`config.mk`:
```
export PLATFORM = sky130hd
export DESIGN_NAME = gated_sixteen_bit_timer_core
export DESIGN_NICKNAME = d
export VERILOG_FILES = /design/src/gated_timer_pkg.sv /design/src/gated_sixteen_bit_timer_core.sv
export SDC_FILE = /design/constraint.sdc
export NUM_CORES = 1
export LEC_CHECK = 0
export ABC_AREA = 1
export BUFFER_PORTS_ARGS = -buffer_cell sky130_fd_sc_hd__buf_2
export CORE_ASPECT_RATIO = 1.75
export CORE_MARGIN = 5
export CORE_UTILIZATION = 47
export CTS_BUF_LIST = sky130_fd_sc_hd__clkbuf_4 sky130_fd_sc_hd__clkbuf_8 sky130_fd_sc_hd__clkbuf_16
export DETAILED_ROUTE_END_ITERATION = 12
export PLACE_DENSITY = 0.73
export SLEW_MARGIN = 5
export SYNTH_ARGS = -nofsm -noshare
export SYNTH_HDL_FRONTEND = slang
export SYNTH_SLANG_ARGS = --single-unit
```
`constraint.sdc`:
```
create_clock -name clk -period 1.79 [get_ports clk]
set_input_delay 0.537 -clock clk [delete_from_list [all_inputs] [get_ports clk]]
set_output_delay 0.537 -clock clk [all_outputs]
set_load 0.05 [all_outputs]
```
`src/gated_timer_pkg.sv`:
```
// Constants, register map and field layout of the gated 16-bit timer core.
// Assumes a classic Wishbone slave with 32-bit data, registers in lane 0.
//
// Contract
// - 16-bit up count, byte writes replace live bytes
// - Run bit off stops; gate enable adds permit
// - Clock select picks osc, pin, sysclk, instr
// - System clock gives four counts per instruction
// - External rising edges counted, sync or async
// - External mode needs falling edge before counting
// - Prescaler divides by one, two, four, eight
// - Prescaler hidden, cleared by any count write
// - Crystal oscillator enable starts it, runs asleep
// - Sync disable only lets external counting run asleep
// - Async external counting continues asleep, wakes
// - Byte reads during async counting stay valid
// - Rollover FFFFh to 0000h sets overflow flag
// - Gated off counter holds its value
package gated_timer_pkg;

	// ==========================================================
	// Register byte offsets
	localparam logic [7:0] OFS_COUNT_LOW   = 8'h00;
	localparam logic [7:0] OFS_COUNT_HIGH  = 8'h04;
	localparam logic [7:0] OFS_CONTROL     = 8'h08;
	localparam logic [7:0] OFS_GATE        = 8'h0c;
	localparam logic [7:0] OFS_IRQ_STATUS  = 8'h10;
	localparam logic [7:0] OFS_IRQ_MASK    = 8'h14;

	// ==========================================================
	// Field positions in counter_control_reg
	localparam int CS_LSB      = 6;
	localparam int PS_LSB      = 4;
	localparam int OSC_EN_BIT  = 3;
	localparam int SYNC_DIS_BIT = 2;
	localparam int RUN_BIT     = 0;
	// Field position in gate_control_reg
	localparam int GATE_EN_BIT = 7;
	// Field position in status and mask
	localparam int OVF_BIT     = 0;

	// ==========================================================
	// Clock select codes
	localparam logic [1:0] CS_INSTR = 2'h0;
	localparam logic [1:0] CS_SYS   = 2'h1;
	localparam logic [1:0] CS_EXT   = 2'h2;
	localparam logic [1:0] CS_LFOSC = 2'h3;

	// ==========================================================
	// Reset values and limits
	localparam logic [7:0]  CONTROL_RST = 8'h00;
	localparam logic [7:0]  GATE_RST    = 8'h00;
	localparam logic [15:0] COUNT_RST   = 16'h0000;
	localparam logic [15:0] COUNT_MAX   = 16'hffff;
	localparam logic [1:0]  INSTR_LAST  = 2'h3;

endpackage

```
`src/gated_sixteen_bit_timer_core.sv`:
```
// Gated 16-bit timer core with Wishbone register access and overflow interrupt.
// Assumes all pin inputs synchronous to clk; gate logic lives outside.
`timescale 1ns/1ps

module gated_sixteen_bit_timer_core (
	// Clock and reset
	input  wire logic        clk,
	input  wire logic        nrst,
	// Wishbone slave
	input  wire logic        wb_cyc_i,
	input  wire logic        wb_stb_i,
	input  wire logic        wb_we_i,
	input  wire logic [7:0]  wb_adr_i,
	input  wire logic [3:0]  wb_sel_i,
	input  wire logic [31:0] wb_dat_i,
	output logic      [31:0] wb_dat_o,
	output logic             wb_ack_o,
	// Count sources
	input  wire logic        ext_count_input,
	input  wire logic        low_freq_internal_osc,
	input  wire logic        crystal_in_pin,
	output logic             crystal_out_pin,
	output logic             crystal_out_oe,
	// Gate and power state
	input  wire logic        count_permit,
	input  wire logic        sleep_mode,
	// Interrupt
	output logic             irq
);

	// ==========================================================
	// Registers
	logic [15:0] count;
	logic [7:0]  control;
	logic [7:0]  gate_ctrl;
	logic        status_ovf;
	logic        mask_ovf;
	logic [2:0]  presc;
	logic [1:0]  instr_div;
	logic        ext_prev;
	logic        lf_prev;
	logic        armed;

	// ==========================================================
	// Field views
	logic [1:0] clock_select_field;
	logic [1:0] prescale_field;
	logic       crystal_osc_enable;
	logic       sync_disable_bit;
	logic       run_bit;
	logic       gate_enable_bit;

	assign clock_select_field = control[gated_timer_pkg::CS_LSB +: 2];
	assign prescale_field     = control[gated_timer_pkg::PS_LSB +: 2];
	assign crystal_osc_enable = control[gated_timer_pkg::OSC_EN_BIT];
	assign sync_disable_bit   = control[gated_timer_pkg::SYNC_DIS_BIT];
	assign run_bit            = control[gated_timer_pkg::RUN_BIT];
	assign gate_enable_bit    = gate_ctrl[gated_timer_pkg::GATE_EN_BIT];

	function automatic logic [2:0] presc_last(input logic [1:0] ps);
		presc_last = 3'((4'h1 << ps) - 4'h1);
	endfunction

	// ==========================================================
	// Bus decode
	logic req;
	logic wr;
	logic wr_low;
	logic wr_high;
	logic wr_count;

	assign req      = wb_cyc_i & wb_stb_i;
	// Writes commit at the edge where ack is high
	assign wr       = req & wb_we_i & wb_ack_o & wb_sel_i[0];
	assign wr_low   = wr & (wb_adr_i == gated_timer_pkg::OFS_COUNT_LOW);
	assign wr_high  = wr & (wb_adr_i == gated_timer_pkg::OFS_COUNT_HIGH);
	assign wr_count = wr_low | wr_high;

	always_ff @(posedge clk or negedge nrst) begin
		if (!nrst) begin
			wb_ack_o <= 1'b0;
		end else begin
			wb_ack_o <= req & ~wb_ack_o;
		end
	end

	// Unmapped offsets still ack and read zero
	always_ff @(posedge clk or negedge nrst) begin
		if (!nrst) begin
			wb_dat_o <= 32'h0000_0000;
		end else if (req & ~wb_ack_o) begin
			unique case (wb_adr_i)
				gated_timer_pkg::OFS_COUNT_LOW:  wb_dat_o <= {24'h00_0000, count[7:0]};
				gated_timer_pkg::OFS_COUNT_HIGH: wb_dat_o <= {24'h00_0000, count[15:8]};
				gated_timer_pkg::OFS_CONTROL:    wb_dat_o <= {24'h00_0000, control};
				gated_timer_pkg::OFS_GATE:       wb_dat_o <= {24'h00_0000, gate_ctrl};
				gated_timer_pkg::OFS_IRQ_STATUS: wb_dat_o <= {31'h0000_0000, status_ovf};
				gated_timer_pkg::OFS_IRQ_MASK:   wb_dat_o <= {31'h0000_0000, mask_ovf};
				default:                         wb_dat_o <= 32'h0000_0000;
			endcase
		end
	end

	always_ff @(posedge clk or negedge nrst) begin
		if (!nrst) begin
			control <= gated_timer_pkg::CONTROL_RST;
		end else if (wr && wb_adr_i == gated_timer_pkg::OFS_CONTROL) begin
			control <= wb_dat_i[7:0];
		end
	end

	always_ff @(posedge clk or negedge nrst) begin
		if (!nrst) begin
			gate_ctrl <= gated_timer_pkg::GATE_RST;
		end else if (wr && wb_adr_i == gated_timer_pkg::OFS_GATE) begin
			gate_ctrl <= wb_dat_i[7:0];
		end
	end

	always_ff @(posedge clk or negedge nrst) begin
		if (!nrst) begin
			mask_ovf <= 1'b0;
		end else if (wr && wb_adr_i == gated_timer_pkg::OFS_IRQ_MASK) begin
			mask_ovf <= wb_dat_i[gated_timer_pkg::OVF_BIT];
		end
	end

	// ==========================================================
	// Crystal oscillator amplifier
	// Kept alive in sleep, only the enable bit stops it
	assign crystal_out_oe  = crystal_osc_enable;
	assign crystal_out_pin = crystal_osc_enable & ~crystal_in_pin;

	// ==========================================================
	// Source edges
	logic ext_src;
	logic ext_rise;
	logic ext_fall;
	logic lf_rise;
	logic instr_tick;
	logic async_ext;
	logic awake;
	logic src_tick;

	assign ext_src   = crystal_osc_enable ? crystal_in_pin : ext_count_input;
	assign ext_rise  = ext_src & ~ext_prev;
	assign ext_fall  = ~ext_src & ext_prev;
	assign lf_rise   = low_freq_internal_osc & ~lf_prev;
	assign instr_tick = (instr_div == gated_timer_pkg::INSTR_LAST);
	assign async_ext = sync_disable_bit & (clock_select_field == gated_timer_pkg::CS_EXT);
	// Only the unsynchronised pin path keeps counting asleep
	assign awake     = ~sleep_mode | async_ext;

	always_ff @(posedge clk or negedge nrst) begin
		if (!nrst) begin
			ext_prev <= 1'b0;
			lf_prev  <= 1'b0;
		end else begin
			ext_prev <= ext_src;
			lf_prev  <= low_freq_internal_osc;
		end
	end

	always_ff @(posedge clk or negedge nrst) begin
		if (!nrst) begin
			instr_div <= 2'h0;
		end else if (~sleep_mode) begin
			instr_div <= instr_div + 2'h1;
		end
	end

	always_comb begin
		unique case (clock_select_field)
			gated_timer_pkg::CS_INSTR: src_tick = instr_tick;
			gated_timer_pkg::CS_SYS:   src_tick = 1'b1;
			gated_timer_pkg::CS_EXT:   src_tick = ext_rise & armed;
			gated_timer_pkg::CS_LFOSC: src_tick = lf_rise;
		endcase
	end

	// ==========================================================
	// Falling edge arming
	// Cleared by reset, disable and count write; a sync/async switch
	// may still drop or add one count, left as is
	always_ff @(posedge clk or negedge nrst) begin
		if (!nrst) begin
			armed <= 1'b0;
		end else if (~run_bit | wr_count) begin
			armed <= 1'b0;
		end else if (ext_fall) begin
			armed <= 1'b1;
		end
	end

	// ==========================================================
	// Prescaler and count
	logic presc_tick;
	logic enabled;
	logic inc;
	logic wrap;

	assign presc_tick = src_tick & awake & (presc == presc_last(prescale_field));
	assign enabled    = run_bit & (~gate_enable_bit | count_permit);
	assign inc        = presc_tick & enabled;
	assign wrap       = inc & (count == gated_timer_pkg::COUNT_MAX);

	always_ff @(posedge clk or negedge nrst) begin
		if (!nrst) begin
			presc <= 3'h0;
		end else if (wr_count | ~run_bit) begin
			presc <= 3'h0;
		end else if (src_tick & awake) begin
			presc <= presc_tick ? 3'h0 : presc + 3'h1;
		end
	end

	// Write wins over a coincident increment
	always_ff @(posedge clk or negedge nrst) begin
		if (!nrst) begin
			count <= gated_timer_pkg::COUNT_RST;
		end else if (wr_low) begin
			count[7:0] <= wb_dat_i[7:0];
		end else if (wr_high) begin
			count[15:8] <= wb_dat_i[7:0];
		end else if (inc) begin
			count <= count + 16'h0001;
		end
	end

	// ==========================================================
	// Overflow interrupt
	logic clr_ovf;

	assign clr_ovf = wr & (wb_adr_i == gated_timer_pkg::OFS_IRQ_STATUS)
		& wb_dat_i[gated_timer_pkg::OVF_BIT];

	always_ff @(posedge clk or negedge nrst) begin
		if (!nrst) begin
			status_ovf <= 1'b0;
		end else if (wrap) begin
			status_ovf <= 1'b1;
		end else if (clr_ovf) begin
			status_ovf <= 1'b0;
		end
	end

	assign irq = status_ovf & mask_ovf;
endmodule

```
# After elaboration in Yosys (flattened, before gate mapping)
# Cells that the tools add are included.
# word_totals
input_bits	54
reg_bits	75
elab_cells	90
# op_classes
n_eq_ne	12
add_sub_neg	4
n_shift	1
mux	14
n_bitwise	34
reduce_logical	12
# op_table
operator	n
$pmux 8 s6	1
$mux 8	3
$and 1x1->1	21
$add 16x1->16 const B	1
$eq 16x16->1 const B	1
$eq 8x4->1 const B	2
$eq 8x5->1 const B	2
$mux 16	1
$reduce_bool 2->1	5
$mux 3	3
$not 1->1	9
$eq 8x3->1 const B	1
$logic_not 8->1	1
$eq 2x2->1 const B	3
$mux 1	5
$or 1x1->1	4
$pmux 1 s4	1
$reduce_and 2->1	2
$add 3x1->3 const B	1
$eq 3x3->1	1
$logic_and 1x1->1	3
$shl 1x2->3 const A	1
$sub 3x1->3 const B	1
$add 2x1->2 const B	1
3 further kinds	3

# Longest topological paths before layout
# Gate-level depths: netlist (run 1).
# depth
word_depth	10
ltp_mapped	11
mapped_depth_nobuf	11

# Least setup slack after synthesis (run 1)
# Ideal clock, no wire load.
# synth_path
kind	register to output
start	reg control[3]
end	out crystal_out_pin
path_slack_ps	-173
arrival_ps	1426
required_ps	1253
path_stages_with_launch	3
path_cell_list	dfrtp_1 > inv_1 > nor2_1
# synth_between
elab_chain_len	1
# synth_rtl
element	line_no	source
start: declaration	gated_sixteen_bit_timer_core.sv:34	logic [7:0] control;
start signal: assignment	gated_sixteen_bit_timer_core.sv:106	control <= gated_timer_pkg::CONTROL_RST;
start signal: assignment	gated_sixteen_bit_timer_core.sv:108	control <= wb_dat_i[7:0];
$and 1x1->1	gated_sixteen_bit_timer_core.sv:132	assign crystal_out_pin = crystal_osc_enable & ~crystal_in_pin;
end: declaration	gated_sixteen_bit_timer_core.sv:22	output logic crystal_out_pin,
# No other way between the ends.

# Final worst setup path (run 1)
# layout_path
start	reg control[3]
end	out crystal_out_oe
# layout_rtl
element	line_no	source
end: declaration	gated_sixteen_bit_timer_core.sv:23	output logic crystal_out_oe,
# No word-level cell between the ends.

==> results of run 1 <==
-- worst max-delay path, cell delays in order (launching register included) --
cell and delay [ns]:
dfrtp_1 0.40, buf_4 0.15, buf_2 0.26
-- registers in the layout, indices dropped and copies added (netlist names) --
register and flops:
count 16, control 8, gate_ctrl 8, wb_dat_o 8
presc 3, instr_div 2, armed 1, ext_prev 1
lf_prev 1, mask_ovf 1, status_ovf 1, wb_ack_o 1
-- per-stage QoR --
step	setup slack (ns)	utilization (%)	hold slack, ns
2_1_floorplan	0.0299	-	0.241
3_3_place_gp	-0.0305	53.2	0.464
3_5_place_dp	-0.0960	53.2	0.463
4_1_cts	0.117	56.0	0.240
5_1_grt	0.00618	56.1	0.255
6_report	0.152	56.1	0.226
-- routing by layer --
metal / vias up / part of all wire [%]
li1: 1532 / -
met1: 1458 / 35
met2: 93 / 56
met3: 24 / 5.0
met4: 0 / 4.0
met5: - / 0
-- final cells by class --
type	instances	area [sq um]	area share, %
clock buffers	5	125	3.25
well taps	84	105	2.73
inverters	48	180	4.68
repair buffers	60	405	10.5
multi-input cells	352	1690	43.9
clock inverters	3	67.6	1.76
flip-flops and latches	51	1280	33.2
-- where the power goes --
part	total [W]	switching [W]	leakage (nW)	internal (W)
clock network	0.00122	0.000422	0.0900	0.000800
registers	0.00120	0.0000192	0.697	0.00118
logic	0.000346	0.000250	1.22	0.0000966
-- kinds of logic after synthesis --
| family | Yosys count | share of synthesized area (%) |
|---|---|---|
| mux | 1 | 0.343 |
| simple gates | 260 | 35.9 |
| buf+inv | 79 | 12.4 |
| compound gates | 57 | 9.34 |
| other cells | 1 | 0.114 |
| flops | 51 | 38.9 |
| fa+ha+maj | 3 | 1.14 |
| xor+xnor | 7 | 1.87 |
-- what timing repair did --
item / 4_1_cts / 5_1_grt
setup buffers: 0 / 1
resized for setup: 0 / 2
endpoints found under the setup margin: 0 / 1
hold buffers: 0 / 0
-- cell usage after synthesis (all sizes together) --
cell type  count
nand3         48
o211ai         1
buf           30
o22ai          4
o21ai         46
inv           48
nor2          29
conb           1
nand4          5
dfrtp         51
xor2           4
nor3           4
ha             3
nor3b          1
o21a           1
nand3b         2
mux2           1
xnor2          3
clkbuf         1
a21oi          5
nand2        171
-- how the worst max path moves through the flow --
stage | slack [ns] | cells after the start | from | to
detailed placement | -0.1 | 8 | wb_adr_i[1] | control[2]$_DFFE_PN0P_
CTS | 0.12 | 2 | control[3]$_DFFE_PN0P_ | crystal_out_oe
global route | 0.006 | 8 | control[5]$_DFFE_PN0P_ | count[15]$_DFFE_PN0P_
global placement | -0.03 | 8 | wb_adr_i[0] | control[1]$_DFFE_PN0P_
floorplan | 0.03 | 8 | wb_ack_o$_DFF_PN0_ | count[13]$_DFFE_PN0P_
finish | 0.15 | 2 | control[3]$_DFFE_PN0P_ | crystal_out_oe
==> out/metrics.cfg, run 1 <==
[outcome]
status=finished clean

[timing]
fin_setup_tns_ns=0
finClkSkew_ns=0.00333
max_freq_ghz=0.610
rsz0062_at_grt=false
setup-violations-final=0
final.min_clock_period_ns=1.64
final_max_slew_viol_count=0
layout_worst_path_cycle_share_pct=91.5
hold_viol_final=0

[placed_design]
dp_hpwl_um=6390
dpl_cell_area_sq_um=3650
dp_cells=594
place.gp.congestion=0.927
port_buffers=38

[clock_network]
max-clock-path-buffers=2
h-tree-depth=2
clock-sinks=51
cts_buffers=5
cts_tree=yes
root_buffer=clkbuf_16
insertion_delay_ns=0.29
cts.reportedPaths.clkPinSlew_ns=0.07

[floorplanning]
io_pins=90
design.core.area_sq_um=6860
die-height_um=121
die_width_um=73.2
initial_core_util_pct=47.8
die_area_sq_um=8820
rows=40

[logic_synthesis]
netlist_area_sq_um=3280
synth_cell_type_count=34
yosys-top-cells-area=dfrtp_1 39%, nand2_1 19%, nand3_1 6.6%
ys_seq_elements=51
synth_warnings=0
synth_seq_area_share_pct=38.9
postSynthCellCount=459
yosys.area.top_type=dfrtp_1
syn_avg_cell_area_sq_um=7.15
yosysTopAreaCellShare_pct=38.9

[detailed_routing]
drt_iter0_markers=189
drtPass1Iterations=4
drtAntennaViolNets=0
viasPerCell=5.15
wl_per_cell_um=13.4
totalWireLength_um=8050
drc_errors=0
vias=3107

[setup_path]
reg2reg_to=count[9]$_DFFE_PN0P_
reg2reg_depth=8
crit_type=reg -> out
critPathCaptureType=output pin
path_max_fanout=3
rrSetupSlack_ns=0.15
start_kind=flip-flop
regToRegStartpoint=control[5]$_DFFE_PN0P_
arrival_ns=1.10
required_ns=1.25

[pwr]
totalPowerFinal_w=0.00277
peakVddDrop_mv=0.453
power-per-cell-area_nw_per_um2=719
leakagePower_nw=2.01

[finish]
area_growth_pct=17.3
nFillCells=654
mostFrequentLayoutCells=165 x nand2_1, 51 x dfrtp_1, 45 x inv_1, 43 x nand3_1, 41 x o21ai_0
final_common_cell=nand2_1
fin_cells=603
drive_above_1_share_pct=17.7
n_antenna_cell=0
layout.nets=575
final_cell_area_sq_um=3850

[grt]
grt_pass1_wl_um=13400
met2_usage_pct=35.5
grtUsageMet1_pct=21.0
gr-max-usage-layer=met2
grt_use_met3_pct=3.24
grt_max_degree=52
grt_pass1_vias=2986
antenna_found_initial=0
grtUsageTotal_pct=19.5
grt_overflow=0

[min_path]
min_path_type=in -> async

[job]
maxCapViolCount=0

Power figures use the tool's default switching activity.
==> run 2, diff against run 1 <==
Settings changed: CORE_UTILIZATION 47 to 40, PLACE_DENSITY 0.73 to unset.
==> run 2 against run 1 <==
Clock power fell by 22%. Non-clock buffer count rose by 2. Die area rose by 16%. Worst hold slack got worse by 0.052 ns. Power fell by 9.5%. Register-to-register slack barely moved. Final area rose by 0.13%.
==> out/metrics.cfg, run 2 (same netlist as run 1, synthesis figures left out) <==
[finish]
multi_input_area_sq_um=1690
final_common_cell=nand2_1
nFillCells=814
fin_cells=611
largest_register=count
ff_latch_area_sq_um=1280
layout.nets=577
fin_util_pct=48.4
area_growth_pct=17.5
largest_reg_flops=16
mostFrequentLayoutCells=165 x nand2_1, 51 x dfrtp_1, 45 x inv_1, 43 x nand3_1, 42 x o21ai_0
n_antenna_cell=0
drive_above_1_share_pct=17.9

[setup_path]
crit_type=reg -> out
required_ns=1.25
critPathCaptureType=output pin
crit_buf_inv=2
arrival_ns=1.09
crit_family=flip-flops
critPathSlowestCell=dfrtp_1
path_max_fanout=3
start_kind=flip-flop
max_stage_delay_ns=0.39
path_cells=inv_1, nor2_2, buf_2

[grt]
grtUsageTotal_pct=18.0
grt_overflow=0
grt_max_degree=29
antenna_found_initial=0
grt_pass1_vias=3022
grt_pass1_wl_um=14400

[timing]
hold_ws_ns=0.174
hold_viol_final=0
setup-violations-final=0
max_freq_ghz=0.614
final.min_clock_period_ns=1.63
rsz0062_at_grt=false
layout_worst_path_cycle_share_pct=91.0
final_max_slew_viol_count=0
finClkSkew_ns=0.00382

[floorplanning]
die-height_um=130
die_area_sq_um=10200
io_pins=90
design.core.area_sq_um=7960
die_width_um=78.5
rows=43
initial_core_util_pct=41.2

[detailed_routing]
drt_iter0_markers=115
drtAntennaViolNets=0
drtPass1Iterations=4
wl_per_cell_um=14.1
drc_errors=0
vias=3040
totalWireLength_um=8590
viasPerCell=4.98

[min_path]
min_path_type=in -> async

[placed_design]
dp_hpwl_um=7030
place.gp.congestion=0.932
dp_cells=602
port_buffers=38

[pwr]
p_switching_w=0.000708
combPwrFrac_pct=14.3
sequentialPowerShare_pct=47.9
switching_share_pct=28.3
leakagePower_nw=2.02
clkPwrFrac_pct=37.9
power-per-cell-area_nw_per_um2=650
peakVddDrop_mv=0.367
p_int_w=0.00180

[clock_network]
insertion_delay_ns=0.30
hold_buffers=0
cts.reportedPaths.clkPinSlew_ns=0.07
max-clock-path-buffers=2
h-tree-depth=2
cts-resized-gates=0
cts_tree=yes
cts_buffers=5
clock-sinks=51
root_buffer=clkbuf_16

[outcome]
status=finished clean

[job]
maxCapViolCount=0

[run 2: layer usage]
metal	track usage [%]	part of all wire [%]
met1	17.9	37
met2	36.4	56
met3	3.04	3.8
met4	7.11	2.6
met5	0	0
[run 2: final cells by class]
cell class / count / area share [%]
well taps: 90 / 2.92
multi-input cells: 352 / 43.8
flip-flops and latches: 51 / 33.1
clock inverters: 3 / 0.390
inverters: 48 / 4.68
repair buffers: 62 / 11.9
clock buffers: 5 / 3.25
[run 2: worst paths after layout]
path / start / endpoint / slack, ns / cells after the start
max: control[3]$_DFFE_PN0P_ / crystal_out_pin / 0.16 / 3
min: nrst / ext_prev$_DFF_PN0_ / 0.17 / 1
max reg2reg: count[0]$_DFFE_PN0P_ / count[10]$_DFFE_PN0P_ / 0.16 / 10
min reg2reg: wb_dat_o[5]$_DFFE_PN0P_ / wb_dat_o[5]$_DFFE_PN0P_ / 0.48 / 2
max in group asynchronous: nrst / count[0]$_DFFE_PN0P_ / 1.14 / 2
min in group clk: low_freq_internal_osc / lf_prev$_DFF_PN0_ / 0.36 / 1
[run 2: repair_timing]
item,4_1_cts,5_1_grt
buffers inserted,0,1
endpoints found under the hold margin,0,0
setup endpoints to repair,0,1
[run 2: power by group through the flow]
stage	combinational, W	clock [W]	sequential, W
final	0.000357	0.000948	0.00120
after floorplan	0.000279	0	0.00122
after global placement	0.000352	0	0.00122
after global routing	0.000396	0.00102	0.00120
after CTS	0.000361	0.000968	0.00120
after detailed placement	0.000360	0	0.00122
[run 2: stage by stage]
stage	power (W)	area (sq um)	setup WS, ns	TNS [ns]
after detailed placement	0.00158	3710	-0.0999	-1.99
after global routing	0.00261	3850	0.00634	0
after CTS	0.00253	3850	0.138	0
after global placement	0.00157	3710	-0.0928	-1.64
final	0.00250	3850	0.161	0
after floorplan	0.00150	3370	0.0299	0
